File: config.mk
export PLATFORM = sky130hd
export DESIGN_NAME = bcg_block_check
export DESIGN_NICKNAME = d
export VERILOG_FILES = /design/src/bcg_pkg.sv /design/src/bcg_crc_step.sv /design/src/bcg_block_check.sv
export SDC_FILE = /design/constraint.sdc
export NUM_CORES = 1
export LEC_CHECK = 0
export BUFFER_PORTS_ARGS = -buffer_cell sky130_fd_sc_hd__buf_2
export CAP_MARGIN = 20
export CORE_MARGIN = 3
export CORE_UTILIZATION = 45
export CTS_BUF_LIST = sky130_fd_sc_hd__clkbuf_8 sky130_fd_sc_hd__clkbuf_16
export CTS_CLUSTER_SIZE = 24
export DETAILED_ROUTE_END_ITERATION = 6
export GPL_TIMING_DRIVEN = 1
export PLACE_DENSITY = 0.67
export SYNTH_ARGS = -nofsm -noshare
export SYNTH_HDL_FRONTEND = slang
export SYNTH_SLANG_ARGS = --single-unit
File: constraint.sdc
create_clock -name clk -period 6.1 [get_ports clk]
set_input_delay 0.61 -clock clk [delete_from_list [all_inputs] [get_ports clk]]
set_output_delay 0.61 -clock clk [all_outputs]
set_load 0.01 [all_outputs]
File: src/bcg_pkg.sv
package bcg_pkg;

  // ----------------------------------------------------------------
  // Check modes
  // ----------------------------------------------------------------
  typedef enum logic [1:0] {
    BCG_MODE_LRC   = 2'h0,
    BCG_MODE_CRC16 = 2'h1,
    BCG_MODE_CCITT = 2'h2
  } bcg_mode_t;

  // ----------------------------------------------------------------
  // Widths, polynomials and reset values
  // ----------------------------------------------------------------
  localparam int          BCG_CHAR_W     = 8;
  localparam int          BCG_BCC_W      = 16;
  localparam logic [15:0] BCG_POLY_CRC16 = 16'h8005;
  localparam logic [15:0] BCG_POLY_CCITT = 16'h1021;
  localparam logic [15:0] BCG_ACC_RESET  = 16'h0000;
  localparam logic [1:0]  BCG_MODE_RESET = 2'h0;

  // ----------------------------------------------------------------
  // Receive sequence states
  // ----------------------------------------------------------------
  typedef enum logic [2:0] {
    BCG_ST_DATA = 3'h1,
    BCG_ST_LOW  = 3'h2,
    BCG_ST_HIGH = 3'h4
  } bcg_state_t;

endpackage

File: src/bcg_crc_step.sv
`timescale 1ns/1ps
`default_nettype none

// ----------------------------------------------------------------
// One character step of the block check accumulator.
// ----------------------------------------------------------------
module bcg_crc_step (
  input  wire logic [15:0] accIn,
  input  wire logic [7:0]  charIn,
  input  wire logic [1:0]  mode,
  output logic      [15:0] accOut
);

  function automatic logic [15:0] crcStep(input logic [15:0] acc, input logic [7:0] data,
                                          input logic [15:0] poly);
    logic [15:0] r;
    logic        fb;
    r = acc;
    for (int i = 0; i < 8; i++) begin
      fb = r[15] ^ data[7 - i];
      r  = {r[14:0], 1'b0};
      if (fb) begin
        r = r ^ poly;
      end
    end
    return r;
  endfunction

  always_comb begin
    if (mode == bcg_pkg::BCG_MODE_CRC16) begin
      accOut = crcStep(accIn, charIn, bcg_pkg::BCG_POLY_CRC16);
    end else if (mode == bcg_pkg::BCG_MODE_CCITT) begin
      accOut = crcStep(accIn, charIn, bcg_pkg::BCG_POLY_CCITT);
    end else begin
      accOut = {8'h00, accIn[7:0] ^ charIn};
    end
  end

endmodule

`default_nettype wire

File: src/bcg_block_check.sv
`timescale 1ns/1ps
`default_nettype none

module bcg_block_check (
  input  wire logic       clk,
  input  wire logic       srst,
  input  wire logic [1:0] modeSel,
  input  wire logic       txBlockStart,
  input  wire logic       txCharValid,
  input  wire logic [7:0] txChar,
  input  wire logic       rxBlockStart,
  input  wire logic       rxCharValid,
  input  wire logic [7:0] rxChar,
  input  wire logic       rxCheckValid,
  input  wire logic [7:0] rxCheckChar,
  output logic      [15:0] txBcc,
  output logic      [15:0] rxBcc,
  output logic      [1:0]  blockMode,
  output logic             rxCheckDone,
  output logic             rxBlockGood,
  output logic             rxCheckError
);

  // ----------------------------------------------------------------
  // Accumulator steps
  // ----------------------------------------------------------------
  logic [15:0]         next_txBcc;
  logic [15:0]         next_rxBcc;
  logic [7:0]          rxCheckHigh;
  logic                rxDataTake;
  logic                rxCheckLast;
  logic                rxCheckEqual;
  bcg_pkg::bcg_state_t rxState;

  bcg_crc_step uTxStep (
    .accIn  (txBcc),
    .charIn (txChar),
    .mode   (blockMode),
    .accOut (next_txBcc)
  );

  bcg_crc_step uRxStep (
    .accIn  (rxBcc),
    .charIn (rxChar),
    .mode   (blockMode),
    .accOut (next_rxBcc)
  );

  // ----------------------------------------------------------------
  // Mode capture
  // ----------------------------------------------------------------
  always_ff @(posedge clk) begin
    if (srst) begin
      blockMode <= bcg_pkg::BCG_MODE_RESET;
    end else if (txBlockStart || rxBlockStart) begin
      blockMode <= modeSel;
    end
  end

  // ----------------------------------------------------------------
  // Transmit accumulator
  // ----------------------------------------------------------------
  always_ff @(posedge clk) begin
    if (srst || txBlockStart) begin
      txBcc <= bcg_pkg::BCG_ACC_RESET;
    end else if (txCharValid) begin
      txBcc <= next_txBcc;
    end
  end

  // ----------------------------------------------------------------
  // Receive accumulator and check compare
  // ----------------------------------------------------------------
  always_ff @(posedge clk) begin
    if (srst || rxBlockStart) begin
      rxBcc <= bcg_pkg::BCG_ACC_RESET;
    end else if (rxDataTake) begin
      rxBcc <= next_rxBcc;
    end
  end

  // ----------------------------------------------------------------
  // Check character decoding
  // ----------------------------------------------------------------
  function automatic logic isCyclic(input logic [1:0] mode);
    return (mode == bcg_pkg::BCG_MODE_CRC16) || (mode == bcg_pkg::BCG_MODE_CCITT);
  endfunction

  function automatic logic checkMatch(input logic [1:0]  mode,
                                      input logic [7:0]  high,
                                      input logic [7:0]  low,
                                      input logic [15:0] acc);
    logic equal;
    if (isCyclic(mode)) begin
      equal = ({high, low} == acc);
    end else begin
      equal = (low == acc[7:0]);
    end
    return equal;
  endfunction

  // Data characters stop counting once the first check character has been taken.
  assign rxDataTake   = rxCharValid && (rxState == bcg_pkg::BCG_ST_DATA);
  // The last check character is the only one in longitudinal mode and the low byte in cyclic mode.
  assign rxCheckLast  = rxCheckValid && ((rxState == bcg_pkg::BCG_ST_LOW) ||
                        ((rxState == bcg_pkg::BCG_ST_DATA) && !isCyclic(blockMode)));
  assign rxCheckEqual = checkMatch(blockMode, rxCheckHigh, rxCheckChar, rxBcc);

  // ----------------------------------------------------------------
  // Receive check sequence
  // ----------------------------------------------------------------
  always_ff @(posedge clk) begin
    if (srst || rxBlockStart) begin
      rxState <= bcg_pkg::BCG_ST_DATA;
    end else if (rxCheckValid) begin
      case (rxState)
        bcg_pkg::BCG_ST_DATA: begin
          if (isCyclic(blockMode)) begin
            rxState <= bcg_pkg::BCG_ST_LOW;
          end else begin
            rxState <= bcg_pkg::BCG_ST_HIGH;
          end
        end
        bcg_pkg::BCG_ST_LOW: begin
          rxState <= bcg_pkg::BCG_ST_HIGH;
        end
        default: begin
          rxState <= bcg_pkg::BCG_ST_HIGH;
        end
      endcase
    end
  end

  // The high byte waits here so that both halves are compared in one step.
  always_ff @(posedge clk) begin
    if (srst || rxBlockStart) begin
      rxCheckHigh <= bcg_pkg::BCG_ACC_RESET[15:8];
    end else if (rxCheckValid && (rxState == bcg_pkg::BCG_ST_DATA) && isCyclic(blockMode)) begin
      rxCheckHigh <= rxCheckChar;
    end
  end

  // ----------------------------------------------------------------
  // Receive result flags
  // ----------------------------------------------------------------
  always_ff @(posedge clk) begin
    if (srst || rxBlockStart) begin
      rxCheckDone <= 1'b0;
    end else if (rxCheckLast) begin
      rxCheckDone <= 1'b1;
    end
  end

  always_ff @(posedge clk) begin
    if (srst || rxBlockStart) begin
      rxBlockGood <= 1'b0;
    end else if (rxCheckLast) begin
      rxBlockGood <= rxCheckEqual;
    end
  end

  // Once set, the error stays until the next block start; later check characters are ignored.
  always_ff @(posedge clk) begin
    if (srst || rxBlockStart) begin
      rxCheckError <= 1'b0;
    end else if (rxCheckLast) begin
      rxCheckError <= !rxCheckEqual;
    end
  end

endmodule

`default_nettype wire

Word-level counts from Yosys, hierarchy flattened
Cells that the tools add are included.
W data, S select, Z words.

cells by class
  equal/unequal tests = 6
  mux-type cells = 81
  bitwise operators = 64
  reduce and logical (&&, ||, !) cells = 12

operators by type and width
  cell                  number
  $mux W16              62
  $mux W13              16
  $not A3 Y3            32
  $xor A1 B1 Y1         30
  $eq A16 B16 Y1        1
  $xor A8 B8 Y8         2
  $eq A8 B8 Y1          1
  $mux W3               2
  $logic_and A1 B1 Y1   5
  $logic_or A1 B1 Y1    5
  $eq A3 B1 Y1 const B  1
  $eq A3 B2 Y1 const B  1
  $eq A2 B1 Y1 const B  1
  $eq A2 B2 Y1 const B  1
  $logic_not A1 Y1      2
  $mux W1               1

storage, ports and cells
  register bits = 48
  bits of input ports = 33
  output and inout port bits = 37
  logic and storage cells = 171

Longest topological paths before layout
Gate-level depths: netlist of run 1.

  depth in word-level cells = 32
  mapped depth = 10
  depth with buffers taken out = 8

By module
A second synthesis of run 1 with hierarchy kept.

unflattened totals
  cell total of the unflattened synthesis = 392
  area total of the unflattened synthesis = 3,419.5 µm²

by module, submodules not included
  module           times used  cells each  area an instance (µm²)
  bcg_block_check  1           218         1,953.1
  bcg_crc_step     2           87          733.2

Worst setup path after synthesis of run 1
Ideal clock, no wire load.

  path type = input to register
  start = in txChar[2]
  end = reg txBcc[15]
  arrival time = 2.061 ns
  required time = 5.980 ns
  path slack = 3.920 ns
  stages = 6
  buffers on the path = 0
  cells stage by stage = xnor2_1 -> xnor2_2 -> xnor3_2 -> xnor2_2 -> nor3_1 -> a211o_1

on the way
  longest elaborated chain between the ends = 9

ends and longest elaborated chain
  item                  RTL line               text
  start, declared       bcg_block_check.sv:10  input wire logic [7:0] txChar,
  $xor A1 B1 Y1         bcg_crc_step.sv:20     fb = r[15] ^ data[7 - i];
  $mux W16              bcg_crc_step.sv:22     if (fb) begin
  $mux W16              bcg_crc_step.sv:30     if (mode == bcg_pkg::BCG_MODE_CRC16) begin
  $xor A1 B1 Y1         bcg_crc_step.sv:20
  $mux W16              bcg_crc_step.sv:22
  $mux W16              bcg_crc_step.sv:30
  $xor A1 B1 Y1         bcg_crc_step.sv:20
  $mux W16              bcg_crc_step.sv:22
  $mux W16              bcg_crc_step.sv:30
  end signal, assigned  bcg_block_check.sv:65  txBcc <= bcg_pkg::BCG_ACC_RESET;
  end signal, assigned  bcg_block_check.sv:67  txBcc <= next_txBcc;
  end, declared         bcg_block_check.sv:16  output logic [15:0] txBcc,

Every way passes these cells. The select of a mux whose other input is x is not followed.
A chain may end at the register's enable or synchronous reset.

Worst setup path in the final report of run 1
  start = reg blockMode[0]
  end = reg txBcc[14]

on the way
  longest elaborated chain between the ends = 3
  elaborated cells on any way between the ends = 4

ends and longest elaborated chain
  item                    RTL line               text
  start, declared         bcg_block_check.sv:18  output logic [1:0] blockMode,
  start signal, assigned  bcg_block_check.sv:54  blockMode <= bcg_pkg::BCG_MODE_RESET;
  start signal, assigned  bcg_block_check.sv:56  blockMode <= modeSel;
  $eq A2 B2 Y1            bcg_crc_step.sv:32     end else if (mode == bcg_pkg::BCG_MODE_CCITT) begin
  $mux W16                bcg_crc_step.sv:32
  $mux W16 *              bcg_crc_step.sv:30

Mark *: on every way between the ends. The rest lies on a longest branch, timed or not.

==> impl_metrics.env, run 1 <==
export IMPL_status="complete, no violations"
export IMPL_syn_avg_cell_area_um2=8.486
export IMPL_place_inst=565
export IMPL_critPathRequiredTime_ps=6330
export IMPL_routed_via_density=5.681
export IMPL_critPathMaxFanout=29
export IMPL_overflow=0
export IMPL_ys_flop_type="dfxtp_1"
export IMPL_grt_max_degree=35
export IMPL_wl_per_cell_um=16.81
export IMPL_drive_gt1_share_pct=21.73
export IMPL_endpoint_kind="flip-flop"
export IMPL_place_hpwl_mm=6.927
export IMPL_post_cts_buffers=0
export IMPL_power_leakage_uw=0.001719
export IMPL_hold_buffers=0
export IMPL_die_y_um=94.79
export IMPL_syn_inst=418
export IMPL_core_area_um2=7447
export IMPL_io_buffers=69
export IMPL_cts_resized=0
export IMPL_pre_cts_slack_ps=3611
export IMPL_clkLatencyLatePin_ps=310
export IMPL_vias=3255
export IMPL_fin_ws_ps=3653
export IMPL_synth_edf_count=0
export IMPL_skew_ps=6.198
export IMPL_num_antenna_cells=0
export IMPL_slew_headroom_pct=53.80
export IMPL_synthesis_area_um2=3547
export IMPL_rsz0062_at_grt="no"
export IMPL_fin_crit_sh_pct=40.11
export IMPL_ioPinCount=70
export IMPL_drc=0
export IMPL_htreeDepth=2
export IMPL_start_kind="flip-flop"
export IMPL_wirelength_mm=9.632
export IMPL_clock_sinks=48
export IMPL_clockBufferDepth=2
export IMPL_r2r_slack_ps=3650
export IMPL_max_cap_violations=0
export IMPL_fillers=728
export IMPL_yosysSeqAreaShare_pct=27.09
export IMPL_ant_nets=0
export IMPL_synth_fp_nets=453
export IMPL_grt_pass1_wl_mm=15.81
export IMPL_hold_viol_final=0
export IMPL_path_clk_slew_ps=100
export IMPL_grt_total_usage_pct=22.09
export IMPL_post_route_min_period_ps=2447
export IMPL_start_util_pct=47.63
export IMPL_drt_initial_drc_count=157
export IMPL_die_w_um=94.79
export IMPL_ys_seq_elements=48
export IMPL_stdcell_count=573
export IMPL_firstDrtPassIters=4
export IMPL_grt_pass1_vias=3133
export IMPL_area_growth_pct=14.18
export IMPL_rows=31
export IMPL_cts_inserted_buffers=5
export IMPL_holdCritPathClass="flip-flop to flip-flop"
export IMPL_async_flop_share_pct=0
export IMPL_cts_tree="done"
export IMPL_slew_violations=0
export IMPL_worstMarginPinSlew_ps=688.0
export IMPL_powerDensity_nw_per_um2=213.7
export IMPL_gp_congestion=0.8985
export IMPL_ys_warn_count=0
export IMPL_fmaxAchievable_ghz=0.4087
export IMPL_worstPathArrival_ps=2680
export IMPL_setup_viol=0
export IMPL_vdd_drop_max_mv=0.1210
export IMPL_layout_nets=508
export IMPL_tns_ps=0
export IMPL_root_buffer="clkbuf_8"
export IMPL_synth_cell_type_count=48
export IMPL_die_area_um2=8984
export IMPL_crit_type="flip-flop to flip-flop"
export IMPL_antenna_found_initial=0
[final timing paths]
check / startpoint / end / cells past startpoint
worst max-delay path: blockMode[0] / txBcc[14] / 8
worst min register to register: rxCheckDone / rxCheckDone / 2
worst min-delay path: rxCheckDone / rxCheckDone / 2
worst max register to register: blockMode[0] / txBcc[14] / 8
[where the power goes]
| group | leakage (uW) | total [uW] | switching, uW | internal [uW] |
|---|---|---|---|---|
| Sequential | 0.000390 | 345 | 19.3 | 326 |
| Combinational | 0.00128 | 306 | 165 | 141 |
| Clock | 0.0000434 | 214 | 122 | 92.2 |
| Total | 0.00172 | 865 | 307 | 559 |
[registers in the layout, indices dropped and copies added, names as in the netlist]
signal        count
rxBlockGood       1
rxCheckDone       1
rxCheckHigh       8
rxState           3
rxCheckError      1
txBcc            16
blockMode         2
rxBcc            16
[per-stage QoR]
stage | hold slack (ps) | cell area [um^2] | total power (uW) | util (%)
floorplan | 469.6 | 3547 | 580.7 | -
global placement | 433.5 | 3953 | 653.2 | 53.07
detailed placement | 438.6 | 3953 | 655.3 | 53.07
CTS | 454.2 | 4050 | 868.5 | 54.39
global route | 466.4 | 4050 | 912.7 | 54.39
finish | 449.9 | 4050 | 865.4 | 54.39
[cell usage after synthesis, types with 2 or more instances]
cell type / n / area share, %
inv_1: 8 / 0.85
a22oi_1: 3 / 0.63
buf_2: 2 / 0.28
nor3_1: 16 / 2.3
nor2b_1: 2 / 0.35
xor3_1: 6 / 4.0
o21ai_0: 18 / 2.5
a221oi_1: 2 / 0.49
nor4b_1: 3 / 0.74
xnor2_2: 13 / 6.0
nor3b_1: 2 / 0.42
or3_1: 4 / 0.71
o21ai_1: 3 / 0.42
o22ai_1: 5 / 0.88
nand4_1: 4 / 0.71
a31oi_1: 5 / 0.88
clkbuf_1: 21 / 2.2
xor2_1: 23 / 5.7
xnor3_1: 3 / 1.9
o221ai_1: 4 / 0.99
nor4_1: 3 / 0.53
mux2i_1: 17 / 4.8
o31ai_1: 2 / 0.42
nand2b_1: 3 / 0.53
xnor2_1: 40 / 9.9
or2_2: 2 / 0.35
dfxtp_1: 48 / 27
nand4b_1: 2 / 0.49
o211ai_1: 4 / 0.85
nand2_1: 40 / 4.2
a21oi_1: 36 / 5.1
a211oi_1: 14 / 3.0
nor2_1: 40 / 4.2
ha_1: 2 / 0.71
nand3_1: 5 / 0.71
[cells by family (layout without fill, tap and decap cells)]
kind of cell / Yosys count / in the layout / share of synthesized area (%)
compound gates: 101 / 101 / 17.46
flops: 48 / 48 / 27.09
mux: 18 / 18 / 5.115
fa+ha+maj: 2 / 2 / 0.7054
buf+inv: 33 / 89 / 3.563
simple gates: 128 / 128 / 16.72
xor+xnor: 88 / 88 / 29.35
[per-layer routing]
| metal | global-route usage (%) | wire length (um) | up-vias |
|---|---|---|---|
| li1 | - | - | 1577 |
| met1 | 30.07 | 4292 | 1552 |
| met2 | 37.35 | 4717 | 116 |
| met3 | 2.869 | 532 | 10 |
| met4 | 4.688 | 90 | 0 |
| met5 | 0 | 0 | - |
[area by class of cell]
cell class	instances	area, um^2	area share, %
clock buffer	6	82.58	2.039
clock inverter	2	15.01	0.3707
inverter	9	33.78	0.8341
multi-input combinational	337	2466	60.89
sequential	48	960.9	23.73
tap	99	123.9	3.058
timing repair buffer	72	367.9	9.082
[critical path, cell delays in order (launching register included)]
cell,delay (ps)
dfxtp_1,350
inv_1,60
ha_1,130
buf_4,340
inv_1,220
nor2_1,550
nand2b_1,180
mux2_2,310
a211oi_1,220
[cells in the final DEF, fill, tap and decap left out, types with 3 or more instances in the layout]
cell and count:
a31oi_1 5, nand2_1 40, mux2i_1 17, xnor2_2 13, a22oi_1 3, inv_1 8
nor4_1 3, o21ai_1 3, a21oi_1 36, nor3_1 16, xor3_1 6, o22ai_1 5
nor2_1 40, buf_4 3, nand2b_1 3, o21ai_0 18, xnor2_1 40, a211oi_1 14
dfxtp_1 48, xor2_1 23, o221ai_1 4, buf_2 69, nand4_1 4, clkbuf_8 6
nand3_1 5, o211ai_1 4, xnor3_1 3, or3_1 4
(Power assumes the default switching activity.)
==> run 2: changes to the inputs <==
--- a/config.mk
+++ b/config.mk
@@ -13,7 +13,7 @@
 export CTS_CLUSTER_SIZE = 24
 export DETAILED_ROUTE_END_ITERATION = 6
 export GPL_TIMING_DRIVEN = 1
-export PLACE_DENSITY = 0.67
+export PLACE_DENSITY = 0.7
 export SYNTH_ARGS = -nofsm -noshare
 export SYNTH_HDL_FRONTEND = slang
 export SYNTH_SLANG_ARGS = --single-unit
==> constraint.sdc (replaced) <==
create_clock -name clk -period 2.2 [get_ports clk]
set_input_delay 0.22 -clock clk [delete_from_list [all_inputs] [get_ports clk]]
set_output_delay 0.22 -clock clk [all_outputs]
set_load 0.01 [all_outputs]
==> run 2 against run 1 <==
Net effect: clock skew rose by 2.2 ps; fmax increased by 20%; critical path type unchanged; sequential power grew to 2.8 times the previous value; routed wire length shrank 1.3%.
==> impl_metrics.env, run 2 (synthesis results as in run 1) <==
export IMPL_final_common_cell="buf_2"
export IMPL_cp_cell_sequence="xnor2_2 -> xnor2_2 -> xnor3_2 -> xnor2_2 -> nor3_1 -> a211o_1"
export IMPL_grt_total_usage_pct=21.92
export IMPL_start_util_pct=47.63
export IMPL_wirelength_mm=9.503
export IMPL_clockBufferDepth=2
export IMPL_reg_largest_list="rxBcc (16), txBcc (16), rxCheckHigh (8)"
export IMPL_cpPeakStageDelay_ps=530
export IMPL_place_hpwl_mm=7.179
export IMPL_cts_tree="done"
export IMPL_crit_type="flip-flop to flip-flop"
export IMPL_die_area_um2=8984
export IMPL_ant_nets=0
export IMPL_power_leakage_uw=0.001836
export IMPL_num_antenna_cells=0
export IMPL_clock_sinks=48
export IMPL_crit_top_cell="xnor2_2"
export IMPL_htreeDepth=2
export IMPL_clkLatencyLatePin_ps=310
export IMPL_rsz0062_at_grt="no"
export IMPL_holdCritPathClass="input pin to flip-flop"
export IMPL_grt_pass1_vias=3156
export IMPL_routed_via_density=5.539
export IMPL_max_cap_violations=0
export IMPL_cpMaxStageDelayCell="xnor3_2"
export IMPL_final_cell_mix="buf_2 (69), dfxtp_1 (48), nor2_1 (40), nand2_1 (40), xnor2_1 (39)"
export IMPL_start_kind="flip-flop"
export IMPL_fin_crit_sh_pct=92.61
export IMPL_hold_viol_final=0
export IMPL_antenna_found_initial=0
export IMPL_firstDrtPassIters=4
export IMPL_slew_violations=0
export IMPL_status="complete, no violations"
export IMPL_endpoint_kind="flip-flop"
export IMPL_core_area_um2=7447
export IMPL_path_clk_slew_ps=90
export IMPL_die_w_um=94.79
export IMPL_powerDensity_nw_per_um2=571.4
export IMPL_place_inst=587
export IMPL_grt_max_degree=24
export IMPL_drt_initial_drc_count=157
export IMPL_cpLargestDelayFamily="XOR/XNOR gates"
export IMPL_met3_usage_pct=2.550
export IMPL_cp_num_cells=6
export IMPL_overflow=0
export IMPL_hold_buffers=0
export IMPL_use_met2_pct=39.11
export IMPL_area_growth_pct=18.94
export IMPL_die_y_um=94.79
export IMPL_io_buffers=69
export IMPL_grt_pass1_wl_mm=15.48
export IMPL_drc=0
export IMPL_tns_ps=0
export IMPL_fin_area_um2=4219
export IMPL_critPathRequiredTime_ps=2410
export IMPL_fmaxAchievable_ghz=0.4908
export IMPL_busiest_layer="met2"
export IMPL_stdcell_count=595
export IMPL_grtUsageMet1_pct=28.23
export IMPL_total_power_uw=2411
export IMPL_setup_viol=0
export IMPL_post_route_min_period_ps=2037
export IMPL_vias=3296
export IMPL_ioPinCount=70
export IMPL_crit_buf_inv=0
export IMPL_place_area_um2=4118
export IMPL_holdPathStages=2
export IMPL_reg2reg_depth=6
export IMPL_skew_ps=8.390
export IMPL_layout_nets=530
export IMPL_drive_gt1_share_pct=25.20
export IMPL_worstMarginPinSlew_ps=614.9
export IMPL_rows=31
export IMPL_vdd_drop_max_mv=0.3045
export IMPL_critPathMaxFanout=5
export IMPL_worstPathArrival_ps=2250
export IMPL_slew_headroom_pct=58.86
export IMPL_root_buffer="clkbuf_8"
export IMPL_gp_congestion=0.8789
export IMPL_cts_inserted_buffers=5
export IMPL_final_core_util_pct=56.65
export IMPL_wl_per_cell_um=15.97
-- run 2: cell types whose count changed in the layout (fill, tap and decap cells not counted), sizes merged --
cell	change
buf	+22
inv	+1
clkinvlp	-1
-- run 2: path summary, 6_finish.rpt --
check                                  from            to  slack [ps]
worst max register to register    txBcc[11]     txBcc[15]         160
worst max-delay path              txBcc[11]     txBcc[15]         160
worst min register to register  rxCheckDone   rxCheckDone         450
worst min-delay path                   srst  blockMode[1]         120
-- run 2: layout make-up --
| class | instances | area [um^2] |
|---|---|---|
| clock buffer | 6 | 82.58 |
| sequential | 48 | 960.9 |
| multi-input combinational | 337 | 2474 |
| tap | 99 | 123.9 |
| clock inverter | 2 | 11.26 |
| inverter | 9 | 33.78 |
| timing repair buffer | 94 | 533.0 |
| fill | 703 | 3228 |
-- run 2: report_power, final --
group	switching, uW	leakage (uW)	internal (uW)
clock network	308	0.0000486	251
logic	467	0.00140	431
registers	49.4	0.000390	903
-- run 2: per-stage QoR --
stage,hold WS [ps],worst slack [ps]
after floorplan,289.1,219.1
after global placement,429.5,226.0
after detailed placement,446.3,157.3
after CTS,115.2,121.8
after global routing,125.9,31.44
final,115.6,162.7
-- run 2: layer usage --
metal | vias up | share of wire [%]
li1 | 1621 | -
met1 | 1571 | 44
met2 | 97 | 50
met3 | 7 | 5.0
met4 | 0 | 0.88
met5 | - | 0
-- run 2: timing repair --
action / 4_1_cts / 5_1_grt
endpoints found under the hold margin: 0 / 0
setup buffers: 0 / 0
setup endpoints to repair: 0 / 1
gates resized for setup: 0 / 1
